$ cat src/mcsw_map.svh
// bit positions, field widths and register offsets of the machine-check state word block
// assumes inclusion by the package and the design file only
`ifndef MCSW_MAP_SVH
`define MCSW_MAP_SVH
`define MCSW_BIT_MULTI     4
`define MCSW_BIT_INSTEP    6
`define MCSW_BIT_RESUME    7
`define MCSW_BIT_ISOL      8
`define MCSW_BIT_DAMAGE    9
`define MCSW_BIT_VALID_LO  17
`define MCSW_BIT_CORR      18
`define MCSW_BIT_ANTIC     19
`define MCSW_BIT_CREG      20
`define MCSW_BIT_GREG      31
`define MCSW_DSIZE_LO      32
`define MCSW_DSIZE_HI      47
`define MCSW_RSVD_LO       48
`define MCSW_RSVD_HI       58
`define MCSW_SRC_LO        59
`define MCSW_SRC_HI        63
`define MCSW_NVALID        13
`define MCSW_NSRC          5
`define MCSW_NSEV          3
// register word offsets (byte addresses)
`define MCSW_OFS_CTRL      8'h00
`define MCSW_OFS_VALID     8'h04
`define MCSW_OFS_DSIZE     8'h08
`define MCSW_OFS_WORD_LO   8'h0c
`define MCSW_OFS_WORD_HI   8'h10
`define MCSW_OFS_STATUS    8'h14
// control register fields
`define MCSW_CTL_CORR      0
`define MCSW_CTL_ANTIC     1
`define MCSW_CTL_CLEAR     2
// severity codes, most severe highest
`define MCSW_SEV_NONE      3'h0
`define MCSW_SEV_CONT      3'h1
`define MCSW_SEV_NOCONT    3'h2
`define MCSW_SEV_NOCONTAIN 3'h3
`define MCSW_SEV_NOISOL    3'h4
`endif

$ cat src/mcsw_pkg.sv
// types of the machine-check state word block
// assumes mcsw_map.svh sits beside it
`include "mcsw_map.svh"
package mcsw_pkg;
  typedef logic [`MCSW_NSEV-1:0] mcsw_sev_t;
  typedef enum logic [1:0] {
    MCSW_IDLE = 2'h1,
    MCSW_ACK  = 2'h2
  } mcsw_bus_t;
endpackage : mcsw_pkg

$ cat src/mcsw_state_word.sv
// machine-check state word assembler with a classic wishbone register slave
// assumes one 50 MHz clock, async active-low reset, error reports from core logic on the
// same clock; bits 0..16 other than the recovery and multi-error bits read as zero
//
// Functional notes
// - bit 17 shows stack engine state valid
// - bit 18 shows check already corrected
// - bit 19 shows check was anticipated
// - bits 20-22 control, perf, debug valid
// - bits 23-24 translation entries, region valid
// - bits 25-28 app, jump, qualifier, float valid
// - bits 29-30 upper, lower bank valid
// - bit 31 non-banked general registers only
// - bits 47:32 dynamic state byte count
// - bit 59 cache fault source
// - bit 60 tlb fault source
// - bit 61 bus fault source
// - bit 62 register file fault source
// - bit 63 micro-architecture fault source
// - recovery bits meaningful only when uncorrected
// - only six legal recovery patterns emitted
// - multi-error forces resumable and in-step low
// - damage and isolated follow worst error
// - in-step only with exact instruction pointer
// - recovery bits sit at 6 to 9
// - bit 4 marks distinct multiple errors
`include "mcsw_map.svh"
module mcsw_state_word (
  input  wire logic        clk,
  input  wire logic        rst_b,
  // error report from the core
  input  wire logic        errValid,
  input  wire logic [2:0]  errSeverity,
  input  wire logic [4:0]  errSource,
  input  wire logic        errExactIp,
  // wishbone slave
  input  wire logic        wbCyc,
  input  wire logic        wbStb,
  input  wire logic        wbWe,
  input  wire logic [7:0]  wbAdr,
  input  wire logic [3:0]  wbSel,
  input  wire logic [31:0] wbDatW,
  output logic      [31:0] wbDatR,
  output logic             wbAck,
  // assembled word
  output logic      [63:0] stateWord,
  output logic             wordLive
);

  // ----------------------------------------------------------------
  // functions
  // ----------------------------------------------------------------
  function automatic logic [31:0] mergeSel(input logic [31:0] oldV, input logic [31:0] newV,
                                           input logic [3:0] sel);
    logic [31:0] res;
    res = oldV;
    for (int i = 0; i < 4; i++) begin
      if (sel[i]) begin
        res[i*8 +: 8] = newV[i*8 +: 8];
      end
    end
    return res;
  endfunction : mergeSel

  function automatic logic [3:0] sevPattern(input mcsw_pkg::mcsw_sev_t sev, input logic exact,
                                            input logic multi);
    logic [3:0] p;
    p = 4'h0;
    unique case (sev)
      `MCSW_SEV_NOISOL:    p = 4'h8;
      `MCSW_SEV_NOCONTAIN: p = 4'hc;
      `MCSW_SEV_NOCONT:    p = 4'h4;
      `MCSW_SEV_CONT:      p = (exact && !multi) ? 4'h7 : 4'h6;
      default:             p = 4'h0;
    endcase
    if (multi && sev == `MCSW_SEV_CONT) begin
      p = 4'h4;
    end
    return p;
  endfunction : sevPattern

  // ----------------------------------------------------------------
  // registers
  // ----------------------------------------------------------------
  logic [2:0]                 ctrl_r;
  logic [`MCSW_NVALID-1:0]    valid_r;
  logic [15:0]                dsize_r;
  mcsw_pkg::mcsw_sev_t        worstSev_r;
  logic [`MCSW_NSRC-1:0]      srcFlags_r;
  logic                       exact_r;
  logic                       multi_r;
  logic                       live_r;
  logic [3:0]                 recPat_nxt;
  logic [63:0]                word_nxt;
  mcsw_pkg::mcsw_bus_t        busSt_r;
  logic                       wbReq;
  logic                       wrStrobe;
  logic                       clrReq;
  logic [31:0]                rdData_nxt;
  logic [`MCSW_NSRC-1:0]      newSrc;

  assign wbReq    = wbCyc && wbStb && (busSt_r == mcsw_pkg::MCSW_IDLE);
  assign wrStrobe = wbReq && wbWe;
  assign clrReq   = wrStrobe && wbAdr == `MCSW_OFS_CTRL && wbSel[0]
                    && wbDatW[`MCSW_CTL_CLEAR];
  assign newSrc   = errValid ? errSource : '0;

  // ----------------------------------------------------------------
  // software-written report inputs
  // ----------------------------------------------------------------
  always_ff @(posedge clk or negedge rst_b) begin
    if (!rst_b) begin
      ctrl_r  <= '0;
      valid_r <= '0;
      dsize_r <= '0;
    end else if (wrStrobe) begin
      unique case (wbAdr)
        `MCSW_OFS_CTRL:  ctrl_r  <= 3'(mergeSel({29'h0, ctrl_r}, wbDatW, wbSel) & 32'h3);
        `MCSW_OFS_VALID: valid_r <= 13'(mergeSel({19'h0, valid_r}, wbDatW, wbSel));
        `MCSW_OFS_DSIZE: dsize_r <= 16'(mergeSel({16'h0, dsize_r}, wbDatW, wbSel));
        default: ;
      endcase
    end
  end

  // ----------------------------------------------------------------
  // error accumulation
  // ----------------------------------------------------------------
  always_ff @(posedge clk or negedge rst_b) begin
    if (!rst_b) begin
      worstSev_r <= `MCSW_SEV_NONE;
      srcFlags_r <= '0;
      exact_r    <= 1'b0;
      multi_r    <= 1'b0;
      live_r     <= 1'b0;
    end else if (errValid) begin
      // a new error wins over a clear in the same cycle
      live_r     <= 1'b1;
      srcFlags_r <= (clrReq ? '0 : srcFlags_r) | newSrc;
      if (clrReq || !live_r) begin
        worstSev_r <= errSeverity;
        exact_r    <= errExactIp;
        multi_r    <= 1'b0;
      end else begin
        if (errSeverity > worstSev_r) begin
          worstSev_r <= errSeverity;
          exact_r    <= errExactIp;
        end
        // a repeat of the same source and severity is not a distinct error
        if (errSource != srcFlags_r || errSeverity != worstSev_r) begin
          multi_r <= 1'b1;
        end
      end
    end else if (clrReq) begin
      worstSev_r <= `MCSW_SEV_NONE;
      srcFlags_r <= '0;
      exact_r    <= 1'b0;
      multi_r    <= 1'b0;
      live_r     <= 1'b0;
    end
  end

  // ----------------------------------------------------------------
  // word assembly
  // ----------------------------------------------------------------
  always_comb begin
    recPat_nxt = sevPattern(worstSev_r, exact_r, multi_r);
    if (ctrl_r[`MCSW_CTL_CORR]) begin
      recPat_nxt = 4'h0;
    end
    word_nxt = '0;
    word_nxt[`MCSW_BIT_MULTI] = multi_r;
    word_nxt[`MCSW_BIT_DAMAGE:`MCSW_BIT_INSTEP] = recPat_nxt;
    word_nxt[`MCSW_BIT_VALID_LO] = valid_r[0];
    word_nxt[`MCSW_BIT_CORR]  = ctrl_r[`MCSW_CTL_CORR];
    word_nxt[`MCSW_BIT_ANTIC] = ctrl_r[`MCSW_CTL_ANTIC];
    word_nxt[`MCSW_BIT_GREG:`MCSW_BIT_CREG] = valid_r[`MCSW_NVALID-1:1];
    word_nxt[`MCSW_DSIZE_HI:`MCSW_DSIZE_LO] = dsize_r;
    word_nxt[`MCSW_SRC_HI:`MCSW_SRC_LO] = srcFlags_r;
  end

  always_ff @(posedge clk or negedge rst_b) begin
    if (!rst_b) begin
      stateWord <= '0;
      wordLive  <= 1'b0;
    end else begin
      stateWord <= word_nxt;
      wordLive  <= live_r;
    end
  end

  // ----------------------------------------------------------------
  // wishbone slave: ack one cycle after the request, one wait state
  // ----------------------------------------------------------------
  always_comb begin
    unique case (wbAdr)
      `MCSW_OFS_CTRL:    rdData_nxt = {29'h0, 1'b0, ctrl_r[1:0]};
      `MCSW_OFS_VALID:   rdData_nxt = {19'h0, valid_r};
      `MCSW_OFS_DSIZE:   rdData_nxt = {16'h0, dsize_r};
      `MCSW_OFS_WORD_LO: rdData_nxt = stateWord[31:0];
      `MCSW_OFS_WORD_HI: rdData_nxt = stateWord[63:32];
      `MCSW_OFS_STATUS:  rdData_nxt = {24'h0, multi_r, exact_r, worstSev_r, 1'b0, 1'b0, live_r};
      default:           rdData_nxt = 32'h0;
    endcase
  end

  always_ff @(posedge clk or negedge rst_b) begin
    if (!rst_b) begin
      busSt_r <= mcsw_pkg::MCSW_IDLE;
      wbAck   <= 1'b0;
      wbDatR  <= '0;
    end else begin
      unique case (busSt_r)
        mcsw_pkg::MCSW_IDLE: begin
          if (wbReq) begin
            busSt_r <= mcsw_pkg::MCSW_ACK;
            wbAck   <= 1'b1;
            wbDatR  <= wbWe ? 32'h0 : rdData_nxt;
          end
        end
        mcsw_pkg::MCSW_ACK: begin
          busSt_r <= mcsw_pkg::MCSW_IDLE;
          wbAck   <= 1'b0;
        end
      endcase
    end
  end

  // ----------------------------------------------------------------
  // assertions
  // ----------------------------------------------------------------
  a_reserved_zero: assert property (@(posedge clk) disable iff (!rst_b)
    stateWord[`MCSW_RSVD_HI:`MCSW_RSVD_LO] == '0) else $error("reserved bits not zero");

  a_legal_pattern: assert property (@(posedge clk) disable iff (!rst_b)
    !stateWord[`MCSW_BIT_CORR] |-> stateWord[9:6] inside {4'h0, 4'h8, 4'hc, 4'h4, 4'h6, 4'h7})
    else $error("illegal recovery pattern");

  a_multi_clears: assert property (@(posedge clk) disable iff (!rst_b)
    stateWord[`MCSW_BIT_MULTI] |-> stateWord[7:6] == 2'h0) else $error("multi-error with resume");

  a_instep_exact: assert property (@(posedge clk) disable iff (!rst_b)
    stateWord[`MCSW_BIT_INSTEP] |-> $past(exact_r) && stateWord[8:7] == 2'h3)
    else $error("in-step without exact pointer");

  a_corr_follow: assert property (@(posedge clk) disable iff (!rst_b)
    stateWord[`MCSW_BIT_CORR] == $past(ctrl_r[`MCSW_CTL_CORR])) else $error("corrected bit wrong");

  a_dsize_follow: assert property (@(posedge clk) disable iff (!rst_b)
    wrStrobe && wbAdr == `MCSW_OFS_DSIZE && wbSel == 4'hf |-> ##2
    stateWord[`MCSW_DSIZE_HI:`MCSW_DSIZE_LO] == $past(wbDatW[15:0], 2))
    else $error("dynamic size not reported");

  a_src_sticky: assert property (@(posedge clk) disable iff (!rst_b)
    errValid && errSource[0] |-> ##2 stateWord[`MCSW_SRC_LO]) else $error("cache source lost");

  a_ack_pulse: assert property (@(posedge clk) disable iff (!rst_b)
    wbAck |=> !wbAck) else $error("ack longer than one cycle");

  a_worst_damage: assert property (@(posedge clk) disable iff (!rst_b)
    errValid && live_r && !clrReq && errSeverity == `MCSW_SEV_NOISOL |-> ##2
    (stateWord[9:8] == 2'h2 || stateWord[`MCSW_BIT_CORR])) else $error("worst error not kept");

  a_stack_valid: assert property (@(posedge clk) disable iff (!rst_b)
    stateWord[`MCSW_BIT_VALID_LO] == $past(valid_r[0]))
    else $error("stack engine valid bit wrong");

  a_antic_follow: assert property (@(posedge clk) disable iff (!rst_b)
    stateWord[`MCSW_BIT_ANTIC] == $past(ctrl_r[`MCSW_CTL_ANTIC]))
    else $error("anticipated bit wrong");

  a_ctl_valid: assert property (@(posedge clk) disable iff (!rst_b)
    stateWord[22:20] == $past(valid_r[3:1]))
    else $error("control perf debug valid bits wrong");

  a_xlate_valid: assert property (@(posedge clk) disable iff (!rst_b)
    stateWord[24:23] == $past(valid_r[5:4]))
    else $error("translation region valid bits wrong");

  a_app_valid: assert property (@(posedge clk) disable iff (!rst_b)
    stateWord[28:25] == $past(valid_r[9:6]))
    else $error("app jump qualifier float valid bits wrong");

  a_bank_valid: assert property (@(posedge clk) disable iff (!rst_b)
    stateWord[30:29] == $past(valid_r[11:10]))
    else $error("bank valid bits wrong");

  a_greg_valid: assert property (@(posedge clk) disable iff (!rst_b)
    stateWord[`MCSW_BIT_GREG] == $past(valid_r[12]))
    else $error("general register valid bit wrong");

  a_dsize_hold: assert property (@(posedge clk) disable iff (!rst_b)
    stateWord[`MCSW_DSIZE_HI:`MCSW_DSIZE_LO] == $past(dsize_r))
    else $error("dynamic size field wrong");

  a_tlb_sticky: assert property (@(posedge clk) disable iff (!rst_b)
    errValid && errSource[1] |-> ##2 stateWord[60])
    else $error("tlb source lost");

  a_bus_sticky: assert property (@(posedge clk) disable iff (!rst_b)
    errValid && errSource[2] |-> ##2 stateWord[61])
    else $error("bus source lost");

  a_regf_sticky: assert property (@(posedge clk) disable iff (!rst_b)
    errValid && errSource[3] |-> ##2 stateWord[62])
    else $error("register file source lost");

  a_uarch_sticky: assert property (@(posedge clk) disable iff (!rst_b)
    errValid && errSource[4] |-> ##2 stateWord[`MCSW_SRC_HI])
    else $error("micro-architecture source lost");

  a_corr_masks: assert property (@(posedge clk) disable iff (!rst_b)
    stateWord[`MCSW_BIT_CORR] |-> stateWord[`MCSW_BIT_DAMAGE:`MCSW_BIT_INSTEP] == 4'h0)
    else $error("recovery bits shown while corrected");

  a_multi_follow: assert property (@(posedge clk) disable iff (!rst_b)
    stateWord[`MCSW_BIT_MULTI] == $past(multi_r))
    else $error("multi-error bit wrong");

  a_repeat_single: assert property (@(posedge clk) disable iff (!rst_b)
    errValid && live_r && !clrReq && !multi_r && errSource == srcFlags_r
    && errSeverity == worstSev_r |=> !multi_r) else $error("repeat counted as distinct");

  a_distinct_multi: assert property (@(posedge clk) disable iff (!rst_b)
    errValid && live_r && !clrReq && errSource != srcFlags_r |=> multi_r)
    else $error("distinct error not flagged");

  a_clear_idle: assert property (@(posedge clk) disable iff (!rst_b)
    clrReq && !errValid |=> !live_r && worstSev_r == `MCSW_SEV_NONE)
    else $error("clear did not drop held error");

  a_src_clear: assert property (@(posedge clk) disable iff (!rst_b)
    clrReq && !errValid |=> srcFlags_r == '0)
    else $error("clear did not drop sources");

  a_worst_rise: assert property (@(posedge clk) disable iff (!rst_b)
    errValid && live_r && !clrReq && errSeverity > worstSev_r |=> worstSev_r == $past(errSeverity))
    else $error("worse error not taken");

  a_exact_first: assert property (@(posedge clk) disable iff (!rst_b)
    errValid && (clrReq || !live_r) |=> exact_r == $past(errExactIp) && !multi_r)
    else $error("first error pointer not taken");

  a_first_sev: assert property (@(posedge clk) disable iff (!rst_b)
    errValid && (clrReq || !live_r) |=> worstSev_r == $past(errSeverity))
    else $error("first error severity not taken");

  a_damage_noresume: assert property (@(posedge clk) disable iff (!rst_b)
    stateWord[`MCSW_BIT_DAMAGE] |-> stateWord[`MCSW_BIT_RESUME:`MCSW_BIT_INSTEP] == 2'h0)
    else $error("damage with resume bits");

  a_resume_isol: assert property (@(posedge clk) disable iff (!rst_b)
    stateWord[`MCSW_BIT_RESUME] |-> stateWord[`MCSW_BIT_ISOL] && !stateWord[`MCSW_BIT_DAMAGE])
    else $error("resumable without isolation");

  a_nonisol_damage: assert property (@(posedge clk) disable iff (!rst_b)
    !stateWord[`MCSW_BIT_ISOL] && stateWord[9:6] != 4'h0 |-> stateWord[`MCSW_BIT_DAMAGE])
    else $error("non-isolated error without damage");

  a_live_follow: assert property (@(posedge clk) disable iff (!rst_b)
    wordLive == $past(live_r))
    else $error("live flag wrong");

  a_ack_after_req: assert property (@(posedge clk) disable iff (!rst_b)
    wbReq |=> wbAck && busSt_r == mcsw_pkg::MCSW_ACK)
    else $error("request not acknowledged");

  a_read_hi: assert property (@(posedge clk) disable iff (!rst_b)
    wbReq && !wbWe && wbAdr == `MCSW_OFS_WORD_HI |=> wbDatR == $past(stateWord[63:32]))
    else $error("upper word read wrong");

  a_write_data_zero: assert property (@(posedge clk) disable iff (!rst_b)
    wbReq && wbWe |=> wbDatR == '0)
    else $error("write returned data");

endmodule : mcsw_state_word

$ cat config.mk
export PLATFORM = sky130hd
export DESIGN_NAME = mcsw_state_word
export DESIGN_NICKNAME = d
export VERILOG_FILES = /design/src/mcsw_pkg.sv /design/src/mcsw_state_word.sv
export VERILOG_INCLUDE_DIRS = /design/src /design/src/src
export SDC_FILE = /design/constraint.sdc
export NUM_CORES = 1
export LEC_CHECK = 0
export BUFFER_PORTS_ARGS = -buffer_cell sky130_fd_sc_hd__buf_2
export CORE_MARGIN = 1.5
export CORE_UTILIZATION = 46
export DETAILED_ROUTE_END_ITERATION = 10
export PLACE_DENSITY = 0.77
export SLEW_MARGIN = 20
export SYNTH_ARGS = -nofsm -noshare
export SYNTH_HDL_FRONTEND = slang
export SYNTH_SLANG_ARGS = --single-unit
$ cat constraint.sdc
create_clock -name clk -period 1.7 [get_ports clk]
set_input_delay 0.34 -clock clk [delete_from_list [all_inputs] [get_ports clk]]
set_output_delay 0.34 -clock clk [all_outputs]
set_load 0.1 [all_outputs]
Yosys cells after proc, flatten, opt, wreduce, memory -nomap -nowiden
Index checks and enable logic that the tools add are counted.
- bits in registers: 119
- bits in latches: 0
- memory bits (writable): 0
- memory bits (read-only): 0
- output and inout port bits: 98
- logic and storage cells: 80
- memories kept: 0
- $add $sub $neg: 0
- multiply operators: 0
- div/mod/pow operators: 0
- order comparisons: 1
- equality and inequality tests: 16
- shifts and indexed selects: 0
- muxes and demuxes: 25
- bitwise gates (word level): 1
- reduce and logical (&&, ||, !) cells: 22
- operator list (operator ; number):
    32-bit one-hot mux with 6 select lines ; 1
    32-bit two-way mux ; 1
    8-bit by 4-bit == test with 1-bit output, second input constant ; 2
    8-bit by 5-bit == test with 1-bit output, second input constant ; 2
    4-bit one-hot mux with 4 select lines ; 1
    5-bit two-way mux ; 3
    3-bit AND reduction ; 5
    3-bit two-way mux ; 4
    1-bit two-way mux ; 10
    8-bit by 3-bit == test with 1-bit output, second input constant ; 1
    1-bit logical AND ; 8
    8-bit logical NOT ; 1
    4-bit two-way mux ; 2
    3-bit by 2-bit == test with 1-bit output, second input constant ; 2
    3-bit by 1-bit != test with 1-bit output, second input constant ; 2
    2-bit AND reduction ; 3
    5-bit != test ; 1
    5-bit bitwise OR ; 1
    2-bit one-hot mux with 2 select lines ; 1
    3-bit by 1-bit == test with 1-bit output, second input constant ; 1
    3-bit == test, second input constant ; 1
    3-bit greater-than comparator ; 1
    3-bit != test ; 1
    2-bit by 1-bit == test with 1-bit output, second input constant ; 1
    7 further kinds ; 9

Depth between registers and ports, before layout
- depth in word-level cells: 9
- depth in mapped cells: 7
- mapped depth without buffers: 7

Worst setup path after synthesis
OpenSTA, ideal clock, no wires.
- kind: register to register
- from: register busSt_r[1]
- to: register valid_r[0]
- library setup time: 125 ps
- arrival time: 2086 ps
- required time: 1575 ps
- slack: -511 ps
- cell stages (with the launch flop): 6
- path through: dfrtp_1 -> and4b_1 -> nand3_2 -> nor3_1 -> nand4_2 -> mux2_2
- word-level cells in the longest chain between the ends: 4
- ends and longest elaborated chain (item ; line ; text):
    start, declared ; mcsw_state_word.sv:95 ; mcsw_pkg::mcsw_bus_t busSt_r;
    start signal, assigned ; mcsw_state_word.sv:209 ; busSt_r <= mcsw_pkg::MCSW_IDLE;
    start signal, assigned ; mcsw_state_word.sv:216 ; busSt_r <= mcsw_pkg::MCSW_ACK;
    start signal, assigned ; mcsw_state_word.sv:222 ; busSt_r <= mcsw_pkg::MCSW_IDLE;
    2-bit by 1-bit == test with 1-bit output ; mcsw_state_word.sv:102 ; assign wbReq = wbCyc && wbStb && (busSt_r == mcsw_pkg::MCSW_IDLE);
    1-bit logical AND ; mcsw_state_word.sv:102 ;
    1-bit logical AND ; mcsw_state_word.sv:103 ; assign wrStrobe = wbReq && wbWe;
    3-bit AND reduction (no source line) ; -- ;
    end signal, assigned ; mcsw_state_word.sv:119 ; `MCSW_OFS_VALID: valid_r <= 13'(mergeSel({19'h0, valid_r}, wbDatW, wbSel));
    end, declared ; mcsw_state_word.sv:86 ; logic [`MCSW_NVALID-1:0] valid_r;
No other way between the ends.
A chain may end at the register's enable or synchronous reset.

Worst setup path after layout
- from: register busSt_r[1]
- to: register wbDatR[4]
- word-level cells in the longest chain between the ends: 3
- ends and longest elaborated chain (item ; line ; text):
    2-bit by 1-bit == test with 1-bit output (*) ; mcsw_state_word.sv:102, mcsw_state_word.sv:213 ;
    1-bit logical AND ; mcsw_state_word.sv:102 ;
    2-bit AND reduction (no source line) (*) ; -- ;
    end signal, assigned ; mcsw_state_word.sv:218 ; wbDatR <= wbWe ? 32'h0 : rdData_nxt;
    end, declared ; mcsw_state_word.sv:43 ; output logic [31:0] wbDatR,
Every way passes the cells marked *; elsewhere a longest branch is shown, timed or not.

==> flow_summary.ini <==
[layout]
nets = 591
num-fill-cells = 726
syn2layout_area_growth_pct = 38.5
insertedDiodeCount = 0
final_util = 0.649
layout-drive-gt1-share = 0.485

[detailed_routing]
viasPerCell = 5.41
avgRoutedWirePerCell_um = 19.3
route.met2.wl_um = 6710
routed-wl-met3_um = 845
drc = 0
wl_um = 13100
via_count = 3671
routed.top_layer = met4
dr.pass1.iters = 5
drtIter0Drc = 238
wl_met1_um = 5210
ant_nets = 0

[cts]
cts.clk_slew.worst_paths_ns = 0.06
cts_buffer_depth = 2
clock_latency_ns = 0.51
h-tree-depth = 4
numCtsBuffers = 17
cts_tree = built
root_buffer = clkbuf_8
clock_sink_count = 117

[global_routing]
grt_pass1_vias = 3751
grt_max_degree = 49
grt_util_all_layers = 0.239
antenna_found_initial = 0
overflow = 0
grt_pass1_wl_um = 19900

[critical_path]
r2r-start = busSt_r[1]$_DFFE_PN0P_
startpoint = busSt_r[1]$_DFFE_PN0P_
r2r_slack_ns = -0.13
worstSetupEndpointType = flop
r2r_cells = 5
worstSetupPathType = reg2reg
crit_arrival_ns = 2.24
crit_fanout = 8
worstSetupEndpoint = wbDatR[4]$_DFFE_PN0P_
worstPathRequired_ns = 2.11
timing.rr.end = wbDatR[4]$_DFFE_PN0P_
start_kind = flop

[sta]
fin_ws_ns = -0.131
fin_crit_ns = 1.83
slew_viol_final = 0
hold_viol_final = 0
fin_skew_ns = 0.00695
rsz0062_at_grt = true
setup_viol = 42
fin_crit_sh = 1.08
fmax_ghz = 0.546
tns_ns = -2.83

[floorplanning]
core_sq_um = 10200
ioPinCount = 157
std_cell_rows = 37
die_h_um = 105
die_area_sq_um = 11000
die-width_um = 105
start_util = 0.469

[synthesis]
synth_top_area_share = 0.605
ys_ff_latch = 117
yosysTopAreaCell = dfrtp_1
avgSynthCellArea_sq_um = 13.2
synthCells = 364
synth_area_sq_um = 4800
yosys-top-cells-count = dfrtp_1, mux2_2, buf_4, nand2_1, a22oi_1
async_reset_ff_frac = 1.00
synth_cell_types = 49
yosysWarnings = 0
synth_most_common_cell = dfrtp_1
seq_area_frac_synth = 0.611
synth-edff-count = 0
synth_flop_cell = dfrtp_1
synth.area.top_cells = dfrtp_1, mux2_2, buf_4

[pwr]
p_total_mw = 8.05
p_leak_nw = 3.35
p_per_area_nw_per_um2 = 1210
max-vdd-ir-drop_v = 0.000725

[placement]
routabilityCongestion = 0.880
place_hpwl_um = 8990
place_ws_ns = -0.206
io_buffers = 114

[outcome]
violations = negative setup slack
outcome = complete, but fails checks

[worst_hold_path]
hold_class = in2reg

[run]
max_cap_viol_count = 0
-- what timing repair did --
item | in CTS | in global routing
pin swaps | 2 | 16
cloned | 1 | 0
endpoints found under the setup margin | 55 | 72
hold endpoints to repair | 19 | 0
resized for setup | 17 | 39
hold buffers | 1 | 0
buffers inserted | 1 | 1
-- critical path: stages, from the launching register on --
cell and delay, ns:
dfrtp_4 0.48, and4b_2 0.33, nand3_4 0.10, or2_4 0.33, a21o_4 0.29, o31ai_4 0.20
-- per-layer routing --
| metal | vias up | track usage |
|---|---|---|
| met5 | - | 0 |
| met4 | 0 | 0.0978 |
| met3 | 24 | 0.0680 |
| met2 | 174 | 0.394 |
| met1 | 1866 | 0.296 |
| li1 | 1607 | - |
-- metrics by stage --
| step | std cells | instance area (sq um) | hold WS [ns] |
|---|---|---|---|
| 2_1_floorplan | 387 | 4900 | 0.0444 |
| 3_3_place_gp | 642 | 5750 | 0.255 |
| 3_5_place_dp | 642 | 5750 | 0.259 |
| 4_1_cts | 677 | 6460 | 0.0452 |
| 5_1_grt | 678 | 6640 | 0.0529 |
| 6_report | 678 | 6640 | 0.0587 |
-- cell usage in the layout (no fill, tap or decap), types with 8 or more instances in the layout --
cell,synthesis,routed
nor2_1,11,9
buf_4,24,37
conb_1,1,24
buf_2,4,103
clkbuf_16,0,16
clkbuf_4,0,8
a22oi_1,18,17
nand2_1,24,24
a22o_1,17,17
mux2_2,36,34
o21ai_2,0,8
dfrtp_1,116,115
-- final cells by class --
cell class / instances / area [sq um] / share of cell area
tap: 136 / 170 / 0.0256
sequential: 117 / 2930 / 0.442
inverter: 6 / 22.5 / 0.00339
timing repair buffer: 159 / 1000 / 0.151
clock inverter: 11 / 149 / 0.0224
multi-input combinational: 228 / 1910 / 0.287
clock buffer: 21 / 459 / 0.0691
-- cell families after synthesis --
family | Yosys count | synth area share
flops | 117 | 0.611
compound gates | 76 | 0.119
mux | 44 | 0.104
fa+ha+maj | 3 | 0.00783
buf+inv | 43 | 0.0550
simple gates | 75 | 0.0929
xor+xnor | 5 | 0.00913
other cells | 1 | 0.000782
-- report_power, final --
part	internal, mW	switching [mW]	total (mW)
sequential	2.90	0.0701	2.97
combinational	0.457	1.02	1.48
clock	2.35	1.25	3.60
-- registers in the layout (all words and copies together) (netlist names) --
signal	cells
ctrl_r	2
valid_r	13
live_r	1
exact_r	1
multi_r	1
worstSev_r	3
stateWord	41
srcFlags_r	5
wbDatR	31
busSt_r	2
dsize_r	16
wordLive	1
-- worst min path at each step --
stage | from | end | cells past startpoint | slack [ns]
6_report | wbDatW[15] | dsize_r[15]$_DFFE_PN0P_ | 2 | 0.06
3_3_place_gp | rst_b | stateWord[17]$_DFF_PN0_ | 1 | 0.26
2_1_floorplan | rst_b | ctrl_r[0]$_DFFE_PN0P_ | 0 | 0.04
3_5_place_dp | rst_b | stateWord[17]$_DFF_PN0_ | 1 | 0.26
5_1_grt | wbDatW[3] | valid_r[3]$_DFFE_PN0P_ | 2 | 0.05
4_1_cts | wbDatW[15] | dsize_r[15]$_DFFE_PN0P_ | 2 | 0.05
Note: power is estimated with default switching activity, not from simulation.
